### src/arpf_pkg.sv
package arpf_pkg;

  // Transaction codes as received on the bus
  localparam logic [3:0] TC_WRQ_QUAD = 4'h0;
  localparam logic [3:0] TC_WRQ_BLK = 4'h1;
  localparam logic [3:0] TC_WRS = 4'h2;
  localparam logic [3:0] TC_RDQ_QUAD = 4'h4;
  localparam logic [3:0] TC_RDQ_BLK = 4'h5;
  localparam logic [3:0] TC_RDS_QUAD = 4'h6;
  localparam logic [3:0] TC_RDS_BLK = 4'h7;
  localparam logic [3:0] TC_CONF = 4'h8;
  localparam logic [3:0] TC_LOCK_RQ = 4'h9;
  localparam logic [3:0] TC_STREAM = 4'hA;
  localparam logic [3:0] TC_LOCK_RS = 4'hB;
  localparam logic [3:0] TC_SELFID = 4'hE;

  // Acknowledge codes the link can generate
  localparam logic [3:0] ACK_COMPLETE = 4'h1;
  localparam logic [3:0] ACK_PENDING = 4'h2;
  localparam logic [3:0] ACK_BUSY_X = 4'h4;
  localparam logic [3:0] ACK_BUSY_A = 4'h5;
  localparam logic [3:0] ACK_BUSY_B = 4'h6;
  localparam logic [3:0] ACK_DATA_ERROR = 4'hD;
  localparam logic [3:0] ACK_TYPE_ERROR = 4'hE;

  // Stream reception status
  localparam logic [3:0] STREAM_OK = 4'h1;
  localparam logic [3:0] STREAM_BAD = 4'hD;

  // Header words written before the trailer of a no-data packet
  localparam logic [3:0] NODATA_HDR_WORDS = 4'h3;
  localparam logic [15:0] ZERO_LENGTH = 16'h0000;

  typedef enum logic [2:0] {
    FMT_NODATA = 3'b000,
    FMT_QUAD = 3'b001,
    FMT_BLOCK = 3'b010,
    FMT_SELFID = 3'b011,
    FMT_CONF = 3'b100,
    FMT_STREAM = 3'b101,
    FMT_BAD = 3'b110
  } arpf_fmt_t;

  // Acknowledge intent from the receive decision logic
  typedef enum logic [2:0] {
    ACKQ_COMPLETE = 3'b000,
    ACKQ_PENDING = 3'b001,
    ACKQ_BUSY_X = 3'b010,
    ACKQ_BUSY_A = 3'b011,
    ACKQ_BUSY_B = 3'b100,
    ACKQ_TYPE_ERR = 3'b101,
    ACKQ_PASS = 3'b110
  } arpf_ackreq_t;

  typedef enum logic [2:0] {
    S_IDLE = 3'b000,
    S_Q0 = 3'b001,
    S_Q1 = 3'b010,
    S_Q2 = 3'b011,
    S_Q3 = 3'b100,
    S_DATA = 3'b101,
    S_TRAIL = 3'b110
  } arpf_state_t;

  typedef struct packed {
    logic [3:0] tcode;
    logic [15:0] dest_id;
    logic [5:0] tlabel;
    logic [1:0] rt;
    logic [3:0] priority_lvl;
    logic [15:0] src_id;
    logic [15:0] offset_hi;
    logic [31:0] offset_lo;
    logic [3:0] rcode;
    logic [31:0] quad_data;
    logic [15:0] data_length;
    logic [15:0] ext_tcode;
    logic [1:0] tag;
    logic [5:0] channel;
    logic [3:0] sy;
    logic unsolicited;
    arpf_ackreq_t ack_req;
    logic [3:0] ack_raw;
    logic conf_from_resp;
  } arpf_hdr_t;

  typedef struct packed {
    logic [7:0] data;
    logic last;
    logic crc_bad;
  } arpf_byte_t;

  typedef struct packed {
    logic [31:0] data;
    logic last;
    logic crc_bad;
    logic [15:0] nbytes;
  } arpf_quad_t;

  typedef struct packed {
    logic [31:0] data;
    logic last;
    logic to_resp;
  } arpf_word_t;

  typedef struct packed {
    logic unsol;
    logic [26:0] rsvd;
    logic [3:0] code;
  } arpf_trailer_t;

  localparam arpf_word_t WORD_RESET = '0;
  localparam arpf_quad_t QUAD_RESET = '0;

  function automatic arpf_fmt_t fmt_of(input logic [3:0] tc);
    case (tc)
      TC_RDQ_QUAD, TC_WRS: fmt_of = FMT_NODATA;
      TC_WRQ_QUAD, TC_RDS_QUAD: fmt_of = FMT_QUAD;
      TC_RDQ_BLK, TC_WRQ_BLK, TC_RDS_BLK, TC_LOCK_RQ, TC_LOCK_RS: fmt_of = FMT_BLOCK;
      TC_SELFID: fmt_of = FMT_SELFID;
      TC_CONF: fmt_of = FMT_CONF;
      TC_STREAM: fmt_of = FMT_STREAM;
      default: fmt_of = FMT_BAD;
    endcase
  endfunction : fmt_of

  function automatic logic is_response(input logic [3:0] tc);
    is_response = (tc == TC_WRS) || (tc == TC_RDS_QUAD) || (tc == TC_RDS_BLK) ||
      (tc == TC_LOCK_RS);
  endfunction : is_response

  // Block codes that really carry payload; block read request does not
  function automatic logic has_payload(input logic [3:0] tc);
    has_payload = (tc == TC_WRQ_BLK) || (tc == TC_RDS_BLK) || (tc == TC_LOCK_RQ) ||
      (tc == TC_LOCK_RS);
  endfunction : has_payload

  function automatic logic [3:0] ack_code(input arpf_ackreq_t req, input logic [3:0] raw,
                                          input logic data_err, input logic resp);
    logic [3:0] c;
    c = ACK_COMPLETE;
    if (req == ACKQ_PASS) begin
      c = raw;
    end else if (data_err) begin
      c = ACK_DATA_ERROR;
    end else begin
      case (req)
        ACKQ_PENDING: c = resp ? ACK_COMPLETE : ACK_PENDING;
        ACKQ_BUSY_X: c = ACK_BUSY_X;
        ACKQ_BUSY_A: c = ACK_BUSY_A;
        ACKQ_BUSY_B: c = ACK_BUSY_B;
        ACKQ_TYPE_ERR: c = ACK_TYPE_ERROR;
        default: c = ACK_COMPLETE;
      endcase
    end
    return c;
  endfunction : ack_code

endpackage : arpf_pkg

### src/arpf_quad_packer.sv
`timescale 1ns/1ps
module arpf_quad_packer (
  input wire logic core_clk_in,
  input wire logic rst_n_in,
  input wire arpf_pkg::arpf_byte_t byte_in,
  input wire logic byte_valid_in,
  output logic byte_ready_out,
  output arpf_pkg::arpf_quad_t quad_out,
  output logic quad_valid_out,
  input wire logic quad_ready_in
);

  logic [1:0] lane_reg, lane_next;
  logic [31:0] acc_reg, acc_next;
  logic crc_reg, crc_next;
  logic [15:0] nbytes_reg, nbytes_next;
  arpf_pkg::arpf_quad_t quad_reg, quad_next;
  logic qvalid_reg, qvalid_next;

  // A byte may enter whenever the held quadlet is gone or leaving
  assign byte_ready_out = !qvalid_reg || quad_ready_in;
  assign quad_out = quad_reg;
  assign quad_valid_out = qvalid_reg;

  // Bytes fill from the top lane down; lower lanes stay zero as padding
  always_comb begin
    logic [31:0] word;
    logic [15:0] cnt;
    logic crc;
    word = acc_reg;
    cnt = nbytes_reg + 16'h0001;
    crc = crc_reg | byte_in.crc_bad;
    lane_next = lane_reg;
    acc_next = acc_reg;
    crc_next = crc_reg;
    nbytes_next = nbytes_reg;
    quad_next = quad_reg;
    qvalid_next = qvalid_reg && !quad_ready_in;
    if (byte_valid_in && byte_ready_out) begin
      word[(5'd24 - {lane_reg, 3'b000}) +: 8] = byte_in.data;
      if (lane_reg == 2'h3 || byte_in.last) begin
        quad_next = '{data: word, last: byte_in.last, crc_bad: crc, nbytes: cnt};
        qvalid_next = 1'b1;
        acc_next = 32'h0000_0000;
        lane_next = 2'h0;
        crc_next = byte_in.last ? 1'b0 : crc;
        nbytes_next = byte_in.last ? 16'h0000 : cnt;
      end else begin
        acc_next = word;
        lane_next = lane_reg + 2'h1;
        crc_next = crc;
        nbytes_next = cnt;
      end
    end
  end

  always_ff @(posedge core_clk_in or negedge rst_n_in) begin
    if (!rst_n_in) begin
      lane_reg <= 2'h0;
      acc_reg <= 32'h0000_0000;
      crc_reg <= 1'b0;
      nbytes_reg <= 16'h0000;
      quad_reg <= arpf_pkg::QUAD_RESET;
      qvalid_reg <= 1'b0;
    end else begin
      lane_reg <= lane_next;
      acc_reg <= acc_next;
      crc_reg <= crc_next;
      nbytes_reg <= nbytes_next;
      quad_reg <= quad_next;
      qvalid_reg <= qvalid_next;
    end
  end

endmodule : arpf_quad_packer

### src/arpf_rx_formatter.sv
`timescale 1ns/1ps
// Function
// - Tcodes 4 and 2 stored header only
// - Tcodes 0 and 6 keep quadlet data
// - Tcodes 5,1,7,9,B use block format
// - Self-ID and PHY entries carry tcode E
// - Transmit confirmations carry tcode 8
// - Destination ID is bus plus node number
// - Transaction label kept with every entry except stream and self-ID
// - Received priority field is stored
// - Sender node ID stored as source ID
// - Offset high and low stored as address
// - Zero length block writes no data
// - First payload byte in top byte
// - Short payload padded with zero bytes
// - Unsolicited bit set for unsolicited responses
// - Returned acknowledge code stored in trailer
// - Stream status 0001 good, 1101 bad
// - Retry and response codes passed unchanged
// - Lock entries keep extended transaction code
// - Generated acks are defined codes only; no generated pending for responses
// - Reserved ack values passed through unchanged
// - Every entry ends with status trailer
// - Stream packets go to response queue
module arpf_rx_formatter (
  input wire logic core_clk_in,
  input wire logic rst_n_in,
  input wire arpf_pkg::arpf_hdr_t hdr_in,
  input wire logic hdr_valid_in,
  output logic hdr_ready_out,
  input wire arpf_pkg::arpf_byte_t byte_in,
  input wire logic byte_valid_in,
  output logic byte_ready_out,
  output arpf_pkg::arpf_word_t word_out,
  output logic word_valid_out,
  input wire logic word_ready_in
);

  arpf_pkg::arpf_state_t state_reg, state_next;
  arpf_pkg::arpf_hdr_t hdr_reg, hdr_next;
  arpf_pkg::arpf_fmt_t fmt_reg, fmt_next;
  logic derr_reg, derr_next;
  arpf_pkg::arpf_word_t out_reg, out_next;
  logic out_valid_reg, out_valid_next;
  logic [3:0] emit_cnt_reg, emit_cnt_next;

  arpf_pkg::arpf_quad_t pk_quad;
  logic pk_valid;
  logic pk_ready;
  logic slot_free;
  logic emit;
  logic adv;
  logic resp;
  logic to_resp;
  logic len_zero;
  logic mismatch;
  logic [31:0] word;
  arpf_pkg::arpf_trailer_t trailer;

  // Payload bytes are packed into quadlets ahead of the sequencer
  arpf_quad_packer u_packer (
    .core_clk_in(core_clk_in),
    .rst_n_in(rst_n_in),
    .byte_in(byte_in),
    .byte_valid_in(byte_valid_in),
    .byte_ready_out(byte_ready_out),
    .quad_out(pk_quad),
    .quad_valid_out(pk_valid),
    .quad_ready_in(pk_ready)
  );

  // Output handshake and packet attributes
  assign slot_free = !out_valid_reg || word_ready_in;
  assign adv = emit && slot_free;
  assign pk_ready = (state_reg == arpf_pkg::S_DATA) && slot_free;
  assign hdr_ready_out = (state_reg == arpf_pkg::S_IDLE);
  assign word_out = out_reg;
  assign word_valid_out = out_valid_reg;
  assign resp = arpf_pkg::is_response(hdr_reg.tcode);
  assign len_zero = (hdr_reg.data_length == arpf_pkg::ZERO_LENGTH);
  // Self-ID length is unknown ahead, so only alignment can be checked
  assign mismatch = (fmt_reg == arpf_pkg::FMT_SELFID) ? (pk_quad.nbytes[1:0] != 2'h0) :
    (pk_quad.nbytes != hdr_reg.data_length);

  // Queue choice: streams and responses to the response side
  always_comb begin
    case (fmt_reg)
      arpf_pkg::FMT_STREAM: to_resp = 1'b1;
      arpf_pkg::FMT_CONF: to_resp = hdr_reg.conf_from_resp;
      arpf_pkg::FMT_SELFID: to_resp = 1'b0;
      default: to_resp = resp;
    endcase
  end

  // Trailer word: unsolicited flag plus ack or stream status
  always_comb begin
    trailer = '0;
    trailer.unsol = resp && hdr_reg.unsolicited;
    if (fmt_reg == arpf_pkg::FMT_STREAM) begin
      trailer.code = derr_reg ? arpf_pkg::STREAM_BAD : arpf_pkg::STREAM_OK;
    end else begin
      trailer.code = arpf_pkg::ack_code(hdr_reg.ack_req, hdr_reg.ack_raw, derr_reg, resp);
    end
  end

  // Sequencer: one word per header or trailer state and per quadlet in S_DATA; S_IDLE moves on hdr_valid_in, others only when the output slot frees
  always_comb begin
    state_next = state_reg;
    hdr_next = hdr_reg;
    fmt_next = fmt_reg;
    derr_next = derr_reg;
    emit = 1'b0;
    word = 32'h0000_0000;
    case (state_reg)
      arpf_pkg::S_IDLE: begin
        if (hdr_valid_in) begin
          hdr_next = hdr_in;
          fmt_next = arpf_pkg::fmt_of(hdr_in.tcode);
          derr_next = 1'b0;
          // Unknown codes are dropped; nothing reaches the host
          state_next = (fmt_next == arpf_pkg::FMT_BAD) ? arpf_pkg::S_IDLE : arpf_pkg::S_Q0;
        end
      end
      arpf_pkg::S_Q0: begin
        emit = 1'b1;
        case (fmt_reg)
          arpf_pkg::FMT_STREAM: word = {hdr_reg.data_length, hdr_reg.tag, hdr_reg.channel,
            hdr_reg.tcode, hdr_reg.sy};
          arpf_pkg::FMT_SELFID: word = {24'h00_0000, arpf_pkg::TC_SELFID, 4'h0};
          arpf_pkg::FMT_CONF: word = {16'h0000, hdr_reg.tlabel, hdr_reg.rt,
            arpf_pkg::TC_CONF, 4'h0};
          default: word = {hdr_reg.dest_id, hdr_reg.tlabel, hdr_reg.rt, hdr_reg.tcode,
            hdr_reg.priority_lvl};
        endcase
        if (adv) begin
          case (fmt_reg)
            arpf_pkg::FMT_CONF: state_next = arpf_pkg::S_TRAIL;
            arpf_pkg::FMT_STREAM: state_next = len_zero ? arpf_pkg::S_TRAIL : arpf_pkg::S_DATA;
            arpf_pkg::FMT_SELFID: state_next = arpf_pkg::S_DATA;
            default: state_next = arpf_pkg::S_Q1;
          endcase
        end
      end
      arpf_pkg::S_Q1: begin
        emit = 1'b1;
        word = resp ? {hdr_reg.src_id, hdr_reg.rcode, 12'h000} :
          {hdr_reg.src_id, hdr_reg.offset_hi};
        if (adv) begin
          state_next = arpf_pkg::S_Q2;
        end
      end
      arpf_pkg::S_Q2: begin
        emit = 1'b1;
        word = resp ? 32'h0000_0000 : hdr_reg.offset_lo;
        if (adv) begin
          state_next = (fmt_reg == arpf_pkg::FMT_NODATA) ? arpf_pkg::S_TRAIL :
            arpf_pkg::S_Q3;
        end
      end
      arpf_pkg::S_Q3: begin
        emit = 1'b1;
        if (fmt_reg == arpf_pkg::FMT_QUAD) begin
          word = hdr_reg.quad_data;
        end else if ((hdr_reg.tcode == arpf_pkg::TC_LOCK_RQ) ||
                     (hdr_reg.tcode == arpf_pkg::TC_LOCK_RS)) begin
          word = {hdr_reg.data_length, hdr_reg.ext_tcode};
        end else begin
          word = {hdr_reg.data_length, 16'h0000};
        end
        if (adv) begin
          state_next = ((fmt_reg == arpf_pkg::FMT_BLOCK) && !len_zero &&
            arpf_pkg::has_payload(hdr_reg.tcode)) ? arpf_pkg::S_DATA : arpf_pkg::S_TRAIL;
        end
      end
      arpf_pkg::S_DATA: begin
        emit = pk_valid;
        word = pk_quad.data;
        if (adv && pk_quad.last) begin
          derr_next = pk_quad.crc_bad || mismatch;
          state_next = arpf_pkg::S_TRAIL;
        end
      end
      arpf_pkg::S_TRAIL: begin
        emit = 1'b1;
        word = trailer;
        if (adv) begin
          state_next = arpf_pkg::S_IDLE;
        end
      end
      default: state_next = arpf_pkg::S_IDLE;
    endcase
  end

  // Output register; data leaves from flops only
  always_comb begin
    out_next = out_reg;
    out_valid_next = out_valid_reg && !word_ready_in;
    emit_cnt_next = emit_cnt_reg;
    if (adv) begin
      out_next = '{data: word, last: (state_reg == arpf_pkg::S_TRAIL), to_resp: to_resp};
      out_valid_next = 1'b1;
      emit_cnt_next = (state_reg == arpf_pkg::S_TRAIL) ? 4'h0 : emit_cnt_reg + 4'h1;
    end
  end

  always_ff @(posedge core_clk_in or negedge rst_n_in) begin
    if (!rst_n_in) begin
      state_reg <= arpf_pkg::S_IDLE;
      hdr_reg <= '0;
      fmt_reg <= arpf_pkg::FMT_NODATA;
      derr_reg <= 1'b0;
      out_reg <= arpf_pkg::WORD_RESET;
      out_valid_reg <= 1'b0;
      emit_cnt_reg <= 4'h0;
    end else begin
      state_reg <= state_next;
      hdr_reg <= hdr_next;
      fmt_reg <= fmt_next;
      derr_reg <= derr_next;
      out_reg <= out_next;
      out_valid_reg <= out_valid_next;
      emit_cnt_reg <= emit_cnt_next;
    end
  end
endmodule : arpf_rx_formatter

### config.mk
export PLATFORM = sky130hd
export DESIGN_NAME = arpf_rx_formatter
export DESIGN_NICKNAME = d
export VERILOG_FILES = /design/src/arpf_pkg.sv /design/src/arpf_quad_packer.sv /design/src/arpf_rx_formatter.sv
export SDC_FILE = /design/constraint.sdc
export NUM_CORES = 1
export LEC_CHECK = 0
export BUFFER_PORTS_ARGS = -buffer_cell sky130_fd_sc_hd__buf_2
export CORE_ASPECT_RATIO = 1.1
export CORE_MARGIN = 2
export CORE_UTILIZATION = 55
export CTS_BUF_LIST = sky130_fd_sc_hd__clkbuf_4 sky130_fd_sc_hd__clkbuf_8
export DETAILED_ROUTE_END_ITERATION = 8
export PLACE_DENSITY = 0.78
export SLEW_MARGIN = 30
export SYNTH_ARGS = -nofsm -noshare
export SYNTH_HDL_FRONTEND = slang
export SYNTH_HIERARCHICAL = 1
export SYNTH_SLANG_ARGS = --single-unit
### constraint.sdc
create_clock -name core_clk_in -period 5.95 [get_ports core_clk_in]
set_input_delay 1.19 -clock core_clk_in [delete_from_list [all_inputs] [get_ports core_clk_in]]
set_output_delay 1.19 -clock core_clk_in [all_outputs]
set_load 0.02 [all_outputs]
==> results of run 1 <==
==> area by class of cell <==
cell class	instances	area, sq um	area share, %
flip-flops and latches	329	8233	45.58
clock buffers	87	1104	6.110
well taps	363	454.2	2.515
repair buffers	253	1396	7.731
multi-input cells	835	6581	36.44
clock inverters	7	90.09	0.4988
inverters	48	180.2	0.9976
diodes	9	22.52	0.1247
==> cell usage after synthesis, types with 7 or more instances <==
master    count  area share, %
mux2_2      187             14
buf_2        41            1.3
mux2i_1      28            1.8
a21oi_1      88            2.8
a31oi_1      10           0.40
o32a_1        8           0.52
dfrtp_1     329             53
ha_1          7           0.57
and2_1       14           0.57
nand2_1      63            1.5
o221a_2      17            1.2
nor2b_1       9           0.36
nand2b_1     20           0.81
a221oi_1     52            2.9
o21ai_0      49            1.6
o22ai_1       9           0.36
a22o_1       20            1.1
buf_4        22            1.1
nand3_1      23           0.74
and3_1        7           0.28
nand4_1      11           0.44
a22oi_1      33            1.6
a22o_2        8           0.52
nor2_1       42            1.0
inv_1        43            1.0
or3_1         7           0.28
clkbuf_1     20           0.48
xnor2_1      25            1.4
==> power breakdown <==
part | switching (W) | internal (W)
sequential | 0.000862 | 0.00326
clock | 0.000891 | 0.00125
combinational | 0.00194 | 0.00178
==> stage by stage <==
step           power, W  hold slack [ns]  cells
3_5_place_dp   0.007819           0.4759   1828
4_1_cts        0.009986           0.4936   1922
6_report       0.009985           0.4938   1931
5_1_grt         0.01055           0.5051   1931
2_1_floorplan  0.006657           0.4492   1302
3_3_place_gp   0.007611           0.4685   1826
==> logic make-up (layout without fill, tap and decap cells) <==
group | Yosys count | after routing | synth area share [%]
AOI/OAI and AO/OA | 344 | 344 | 16.07
buffers and inverters | 138 | 395 | 4.461
DFF | 329 | 329 | 53.18
xor gates and xnor gates | 30 | 30 | 1.697
muxes | 216 | 216 | 15.51
other | 0 | 9 | 0
and+or+nand+nor | 238 | 238 | 8.519
adders and majority gates | 7 | 7 | 0.5657
==> cells in the final DEF (no fill, tap or decap), drive strengths merged, types with 34 or more instances in the layout <==
master	count
clkbuf	87
inv	46
nand2	63
mux2	188
dfrtp	329
a221oi	52
a21oi	88
nor2	43
a22oi	34
o21ai	52
buf	253
==> path summary, 6_finish.rpt <==
kind	to	start	slack, ns
min in group asynchronous	hdr_reg[15]	rst_n_in	0.58
setup / recovery	byte_ready_out	state_reg[0]	2.20
hold reg to reg	word_out[7]	word_out[7]	0.49
setup reg to reg	u_packer/acc_reg[0]	state_reg[0]	2.67
max in group asynchronous	hdr_reg[141]	rst_n_in	4.07
hold / removal	word_out[7]	word_out[7]	0.49
==> critical path, cell delays in order (launching register included) <==
cell and delay [ns]:
dfrtp_1 0.97, nor3b_4 0.33, and2_1 0.14, nand2b_1 0.30
buf_2 0.23
==> metal layers <==
layer	GRT usage, %	wire (microns)	vias to the layer above
met5	0	0	-
met4	10.32	1363	0
met3	4.315	2554	100
met2	45.38	20100	432
met1	38.28	17330	5997
li1	-	-	5283
==> impl_metrics.yaml, run 1 <==
yosys:
  syn_inst: 1302
  synth_edf_count: 0
  synth_nets: 1509
  avgSynthCellArea_sq_um: 11.89
  netlist_area_sq_mm: 0.01548
  ys_types: 77
  synth_ff_type: "dfrtp_1"
  synth-seq-cells: 329
  synth_warnings: 6
  ys_async_sr_fraction_pct: 100.0
  ys_seq_area_share_pct: 53.18
clock_network:
  clock_path_buffers: 3
  cts_tree: "built"
  hold_buffers: 0
  cts_resized: 0
  insertion_delay_ns: 0.58
  cts.sinks: 329
  cts_buffers: 55
  cts_setup_buffers: 0
  path_clk_slew_ns: 0.07
  h-tree-depth: 2
  root_buffer: "clkbuf_8"
finish:
  final_nets: 1729
  design_area_sq_mm: 0.01806
  fin_util_pct: 65.00
  largest_reg_flops: 185
  post_route_cells_drive_above_1_share_pct: 37.27
  area_growth_pct: 16.67
  fillCellCount: 2061
timing:
  setup_viol: 0
  worst_slack_ns: 2.200
  report.final.slew_viol_count: 0
  fin_setup_tns_ns: 0
  grt_setup_unrepaired: "false"
  finalCritPeriodShare_pct: 63.02
  worst_pin_slew_ns: 0.9635
  period_minus_slack_ns: 3.750
  fin_worst_skew_ns: 0.01945
  slew_headroom_pct: 35.27
  finalHoldViolCount: 0
  max_freq_ghz: 0.2667
grt:
  antenna_found_initial: 9
  grt_pass1_wl_mm: 65.27
  grt_start_max_net_pins: 97
  grt_overflow_total: 0
  grtUsageTotal_pct: 27.99
  grt_pass1_vias: 11970
floorplan:
  start_util_pct: 55.71
  fp.dieW_microns: 164.0
  num_rows: 64
  die-area_sq_mm: 0.02951
  die_h_microns: 180.0
  io_pins: 237
  core_area_sq_mm: 0.02779
min_path:
  hold_class: "flip-flop to flip-flop"
  min_path_cells: 2
worst_setup_path:
  end_kind: "output pin"
  cp.required_ns: 4.76
  cp-start-kind: "flip-flop"
  crit_arrival_ns: 2.56
  worst-path-max-fanout: 24
  critPathKind: "flip-flop to output pin"
  worstRegToRegCells: 6
placement:
  hpwl_mm: 28.74
  place_area_sq_mm: 0.01684
  port_buffers: 236
  place_ws_ns: 2.518
  gp_congestion: 0.8297
pwr:
  power_density_mw_per_mm2: 552.8
  p_leak_nw: 7.984
  ir_worst_vdd_v: 0.0003313
routing:
  ant_nets: 0
  drt-pass1-iter-count: 5
  drc: 0
  drt_iter0_drc: 972
  drt-total-wl_mm: 41.35
  vias: 11810
  wire_per_inst_microns: 21.41
  viasPerCell: 6.117
outcome:
  status: "finished, final reports clean"
job:
  drv_cap: 0
(Power assumes the default switching activity.)
==> run 2, diff against run 1 <==
==> constraint.sdc (replaced) <==
create_clock -name core_clk_in -period 3.7 [get_ports core_clk_in]
set_input_delay 0.74 -clock core_clk_in [delete_from_list [all_inputs] [get_ports core_clk_in]]
set_output_delay 0.74 -clock core_clk_in [all_outputs]
set_load 0.02 [all_outputs]
==> run 2 against run 1 <==
Final area decreased by 0.26%. Highest routed layer unchanged. Largest power group unchanged. Clock-buffer cell count decreased by 7. Critical path depth increased by 1. Clock power increased by 47%. Sequential share of layout area increased by 0.12 points. Hold slack got worse by 0.48 ns. Core utilization decreased by 0.17 points. Critical endpoint unchanged.
==> impl_metrics.yaml, run 2 (synthesis gave the netlist of run 1 again) <==
outcome:
  status: "finished, final reports clean"
timing:
  setup_viol: 0
  max_freq_ghz: 0.3250
  finalHoldViolCount: 0
  report.final.slew_viol_count: 0
  fin_setup_tns_ns: 0
  finalCritPeriodShare_pct: 83.16
  period_minus_slack_ns: 3.077
  slew_headroom_pct: 33.35
  grt_setup_unrepaired: "false"
  worst_slack_ns: 0.6231
  worst_pin_slew_ns: 0.9967
  fin_worst_skew_ns: 0.02208
clock_network:
  cts_setup_buffers: 0
  cts.sinks: 329
  clock_path_buffers: 3
  h-tree-depth: 2
  cts_buffers: 53
  cts_tree: "built"
  hold_buffers: 0
  insertion_delay_ns: 0.59
  path_clk_slew_ns: 0.06
  cts_resized: 0
  root_buffer: "clkbuf_8"
grt:
  grt_overflow_total: 0
  grt_pass1_vias: 12120
  grt_start_max_net_pins: 110
  antenna_found_initial: 8
  grt_pass1_wl_mm: 66.09
  grtUsageTotal_pct: 28.69
floorplan:
  die_h_microns: 180.0
  die-area_sq_mm: 0.02951
  core_area_sq_mm: 0.02779
  num_rows: 64
  fp.dieW_microns: 164.0
  start_util_pct: 55.71
  io_pins: 237
finish:
  final_cell_mix: "329 x dfrtp_1, 235 x buf_2, 187 x mux2_2"
  largest_reg_flops: 185
  final_nets: 1736
  layout_commonest_cell: "dfrtp_1"
  area_growth_pct: 16.37
  fin_util_pct: 64.83
  post_route_cells_drive_above_1_share_pct: 37.47
  final_cells: 1936
routing:
  drt-total-wl_mm: 42.44
  wire_per_inst_microns: 21.92
  viasPerCell: 6.195
  drt_iter0_drc: 1052
  drc: 0
  drt-pass1-iter-count: 5
  vias: 11990
  ant_nets: 0
worst_setup_path:
  cp-start-kind: "flip-flop"
  worst-path-max-fanout: 15
  crit_arrival_ns: 2.34
  end_kind: "output pin"
  critPathKind: "flip-flop to output pin"
  cp.required_ns: 2.96
pwr:
  power.switching_w: 0.006000
  pwr-share-comb_pct: 37.8
  power_density_mw_per_mm2: 878.4
  p_total_w: 0.01582
  power_frac_clock_pct: 19.9
  seq_power_share_pct: 42.3
  ir_worst_vdd_v: 0.0004280
  p_int_w: 0.009825
  p_leak_nw: 7.972
  switching_share_pct: 37.92
min_path:
  hold_class: "primary input to async pin"
placement:
  place_ws_ns: 0.9373
  gp_congestion: 0.8774
  hpwl_mm: 29.85
  place_inst: 1836
  port_buffers: 236
job:
  drv_cap: 0
run 2: cell count changes in the layout (fill, tap and decap cells not counted):
| cell | previous run | this run |
|---|---|---|
| buf_4 | 12 | 19 |
| clkbuf_8 | 72 | 66 |
| clkinv_2 | 3 | 7 |
| buf_12 | 3 | 6 |
| bufinv_16 | 2 | 0 |
| buf_16 | 2 | 1 |
| clkbuf_4 | 15 | 14 |
| clkinvlp_4 | 2 | 3 |
| o221a_2 | 17 | 18 |
| o221a_4 | 1 | 0 |
run 2: worst paths after layout:
check	from	endpoint	slack [ns]	depth (start not counted)
worst max-delay path	state_reg[2]	byte_ready_out	0.62	5
worst min-delay path	rst_n_in	hdr_reg[10]	0.02	1
worst max register to register	state_reg[2]	u_packer/nbytes_reg[15]	0.91	7
worst min register to register	u_packer/acc_reg[7]	u_packer/acc_reg[7]	0.49	1
max in group asynchronous	rst_n_in	hdr_reg[138]	2.56	3
min in group core_clk_in	hdr_in[31]	hdr_reg[31]	0.38	2
run 2: worst max-delay path: stages (launching register included):
cell      delay, ns
dfrtp_1        0.67
inv_2          0.18
nor3b_4        0.24
and2_1         0.14
nand2b_1       0.29
buf_2          0.24
run 2: layout make-up:
cell class	instances	area [sq um]
diodes	9	22.52
clock buffers	80	1013
flip-flops and latches	329	8233
fillers	2132	9772
clock inverters	10	57.56
well taps	363	454.2
multi-input cells	835	6573
inverters	48	180.2
repair buffers	262	1481
run 2: power groups by stage:
stage | Clock (W) | Sequential, W | Combinational, W
finish | 0.00315 | 0.00669 | 0.00599
global placement | 0 | 0.00664 | 0.00572
detailed placement | 0 | 0.00670 | 0.00591
CTS | 0.00320 | 0.00665 | 0.00594
global route | 0.00336 | 0.00688 | 0.00648
floorplan | 0 | 0.00628 | 0.00443
run 2: per-stage QoR:
step                      hold slack, ns  area, sq um
after floorplan                   0.4444        15480
after global placement            0.4601        16890
after detailed placement          0.4753        16890
after CTS                         0.2380        17960
after global routing             0.02999        18010
final                            0.01856        18010
run 2: layer usage:
metal | up-vias | wire (microns) | GRT usage, %
met5 | - | 0 | 0
met4 | 0 | 1740 | 12.88
met3 | 125 | 3240 | 5.953
met2 | 570 | 20370 | 45.06
met1 | 5996 | 17080 | 38.49
li1 | 5303 | - | -
==> run 3, diff against run 2 <==
--- a/config.mk
+++ b/config.mk
@@ -5,13 +5,14 @@
 export SDC_FILE = /design/constraint.sdc
 export NUM_CORES = 1
 export LEC_CHECK = 0
+export ABC_AREA = 1
 export BUFFER_PORTS_ARGS = -buffer_cell sky130_fd_sc_hd__buf_2
 export CORE_ASPECT_RATIO = 1.1
 export CORE_MARGIN = 2
-export CORE_UTILIZATION = 55
+export CORE_UTILIZATION = 54
 export CTS_BUF_LIST = sky130_fd_sc_hd__clkbuf_4 sky130_fd_sc_hd__clkbuf_8
 export DETAILED_ROUTE_END_ITERATION = 8
-export PLACE_DENSITY = 0.78
+export PLACE_DENSITY = 0.79
 export SLEW_MARGIN = 30
 export SYNTH_ARGS = -nofsm -noshare
 export SYNTH_HDL_FRONTEND = slang
==> constraint.sdc (replaced) <==
create_clock -name core_clk_in -period 2.7 [get_ports core_clk_in]
set_input_delay 0.54 -clock core_clk_in [delete_from_list [all_inputs] [get_ports core_clk_in]]
set_output_delay 0.54 -clock core_clk_in [all_outputs]
set_load 0.02 [all_outputs]
==> run 3 against run 2 <==
Clock skew is 0.0016 ns lower. Register-to-register slack got worse by 0.56 ns. Largest cell class unchanged. Non-clock buffer count increased by 9. Synthesized cell count rose by 53%. Worst setup slack lost 0.36 ns. Largest power group unchanged. Combinational power up 24%. First-iteration DRC count grew 35%. Flip-flop and latch count is the same. Hold slack better by 0.13 ns. Global-route usage is 2.0 points higher. Clock power increased by 47%. Synthesized area increased by 1.6%.
==> impl_metrics.yaml, run 3 <==
worst_setup_path:
  critPathKind: "flip-flop to output pin"
  crit_arrival_ns: 1.90
  reg2reg_to: "u_packer/acc_reg[2]"
  worstRegToRegCells: 13
  reg2reg_from: "state_reg[0]"
  cp.required_ns: 2.16
  cp-start-kind: "flip-flop"
  worst-path-max-fanout: 9
  end_kind: "output pin"
  r2r_slack_ns: 0.35
finish:
  multi_input_area_sq_mm: 0.006359
  fin_util_pct: 64.04
  post_route_cells_drive_above_1_share_pct: 18.67
  final-seq-area_sq_mm: 0.008233
  antenna_cells: 0
  final_nets: 2422
  layout_commonest_cell: "nand2_1"
  area_growth_pct: 16.86
  final_cell_mix: "865 x nand2_1, 329 x dfrtp_1, 235 x buf_2"
  largest_reg_flops: 185
  fillCellCount: 2386
min_path:
  worstHoldStart: "hdr_in[147]"
  min_path_cells: 3
  hold_class: "primary input to flip-flop"
  min_delay_worst_endpoint: "hdr_reg[147]"
grt:
  grt_pass1_wl_mm: 74.39
  grt_pass1_vias: 14230
  grtUsageTotal_pct: 30.66
  grt_start_max_net_pins: 153
  grt_overflow_total: 0
  antenna_found_initial: 0
routing:
  viasPerCell: 5.529
  vias: 14500
  drt-total-wl_mm: 46.70
  route.met3.wl_mm: 3.944
  ant_nets: 0
  wl_met2_mm: 21.49
  wire_per_inst_microns: 17.80
  drt_iter0_drc: 1419
  top_layer: "met4"
  drt-pass1-iter-count: 5
  wl_met1_mm: 19.01
  drc: 0
pwr:
  power_frac_clock_pct: 22.8
  seq_power_share_pct: 40.6
  power_density_mw_per_mm2: 1105
  p_total_w: 0.02031
  p_int_w: 0.01190
  ir_worst_vdd_v: 0.0006404
  p_leak_nw: 9.714
  power.switching_w: 0.008410
  switching_share_pct: 41.42
  pwr-share-comb_pct: 36.7
clock_network:
  path_clk_slew_ns: 0.07
  cts_tree: "built"
  insertion_delay_ns: 0.59
  cts_resized: 0
  cts_buffers: 53
  clock_path_buffers: 3
  h-tree-depth: 2
  cts.sinks: 329
  root_buffer: "clkbuf_8"
yosys:
  netlist_area_sq_mm: 0.01573
  synth_edf_count: 0
  synth_nets: 2194
  syn_inst: 1987
  yosysMostFrequentCell: "nand2_1"
  ys_async_sr_fraction_pct: 100.0
  avgSynthCellArea_sq_um: 7.917
  ys_seq_area_share_pct: 52.33
  synth_top_area_cell: "dfrtp_1"
  ys_top_cells_by_area: "dfrtp_1 52%, nand2_1 21%, o21ai_0 3.7%"
  synth_ff_type: "dfrtp_1"
  synth_warnings: 6
  synth-seq-cells: 329
  ys_types: 41
  synth_top_cell_area_share_pct: 52.33
  synth_common_cells: "865 x nand2_1, 329 x dfrtp_1, 152 x inv_1"
floorplan:
  io_pins: 237
  die-area_sq_mm: 0.03052
  start_util_pct: 54.80
  num_rows: 65
  die_h_microns: 183.0
  fp.dieW_microns: 166.7
  core_area_sq_mm: 0.02871
timing:
  worst_pin_slew_ns: 0.7120
  period_minus_slack_ns: 2.437
  report.final.slew_viol_count: 0
  fin_setup_tns_ns: 0
  setup_viol: 0
  finalCritPeriodShare_pct: 90.26
  slew_headroom_pct: 52.53
  fin_worst_skew_ns: 0.02044
  max_freq_ghz: 0.4103
  finalHoldViolCount: 0
  grt_setup_unrepaired: "false"
placement:
  port_buffers: 236
  gp_congestion: 0.9391
  hpwl_mm: 33.38
job:
  drv_cap: 0
outcome:
  status: "finished, final reports clean"
-- run 3: cell types whose count changed in the layout (fill, tap and decap cells not counted), moves of 23 or more --
cell	delta
mux2_2	-187
a221oi_1	-52
o21ai_1	+42
o21ai_0	+66
nand3_1	+53
o211ai_1	+28
inv_1	+108
a21oi_1	-54
nand2_1	+802
mux2i_1	-28
o22ai_1	+23
-- run 3: worst max-delay path by stage --
stage	from	endpoint
6_report	state_reg[0]	byte_ready_out
5_1_grt	state_reg[0]	byte_ready_out
4_1_cts	state_reg[0]	byte_ready_out
3_5_place_dp	state_reg[0]	u_packer/acc_reg[26]
3_3_place_gp	word_ready_in	u_packer/acc_reg[1]
2_1_floorplan	state_reg[0]	u_packer/acc_reg[15]
-- run 3: per-stage QoR --
step / area [sq um] / cells / hold slack, ns / setup slack, ns
4_1_cts: 18380 / 2623 / 0.1343 / 0.2504
6_report: 18380 / 2623 / 0.1511 / 0.2630
3_5_place_dp: 17210 / 2527 / 0.4582 / 0.3948
2_1_floorplan: 15730 / 1987 / 0.2444 / 0.6923
5_1_grt: 18380 / 2623 / 0.1493 / 0.1046
3_3_place_gp: 17210 / 2527 / 0.4510 / 0.4697
-- run 3: kinds of logic (layout without fill, tap and decap cells) --
group | count (synthesis) | count (layout) | share of synthesized area, %
flops | 329 | 329 | 52.33
compound gates | 305 | 305 | 11.37
xor+xnor | 20 | 20 | 1.114
simple gates | 1062 | 1062 | 27.28
fa+ha+maj | 7 | 7 | 0.5567
buf+inv | 264 | 532 | 7.349
-- run 3: power by group through the flow --
stage               sequential [W]  combinational, W  clock [W]
finish                     0.00823           0.00744    0.00463
global route               0.00842           0.00835    0.00489
CTS                        0.00819           0.00739    0.00467
detailed placement         0.00825           0.00735          0
global placement           0.00820           0.00713          0
floorplan                  0.00801           0.00512          0
-- run 3: per-layer routing --
metal,global-route usage [%],up-vias
li1,-,6791
met1,41.44,6855
met2,48.63,724
met3,5.524,132
met4,14.24,0
met5,0,-
-- run 3: area by class of cell --
class	instances	area share (%)
Clock buffer	84	5.846
Clock inverter	11	0.4628
Inverter	166	3.396
Multi-Input combinational cell	1394	34.59
Sequential cell	329	44.78
Tap cell	368	2.505
Timing Repair Buffer	271	8.419
-- run 3: critical path, stage by stage, from the launching register on --
cell and delay (ns):
dfrtp_1 0.56, nand2_1 0.14, nor2_2 0.12, inv_1 0.06, nor2_1 0.11, inv_2 0.06
nand2_4 0.08, buf_2 0.19
-- run 3: what timing repair did --
item,CTS,global route
hold buffers,1,0
buffers inserted,0,0
hold endpoints to repair,73,0
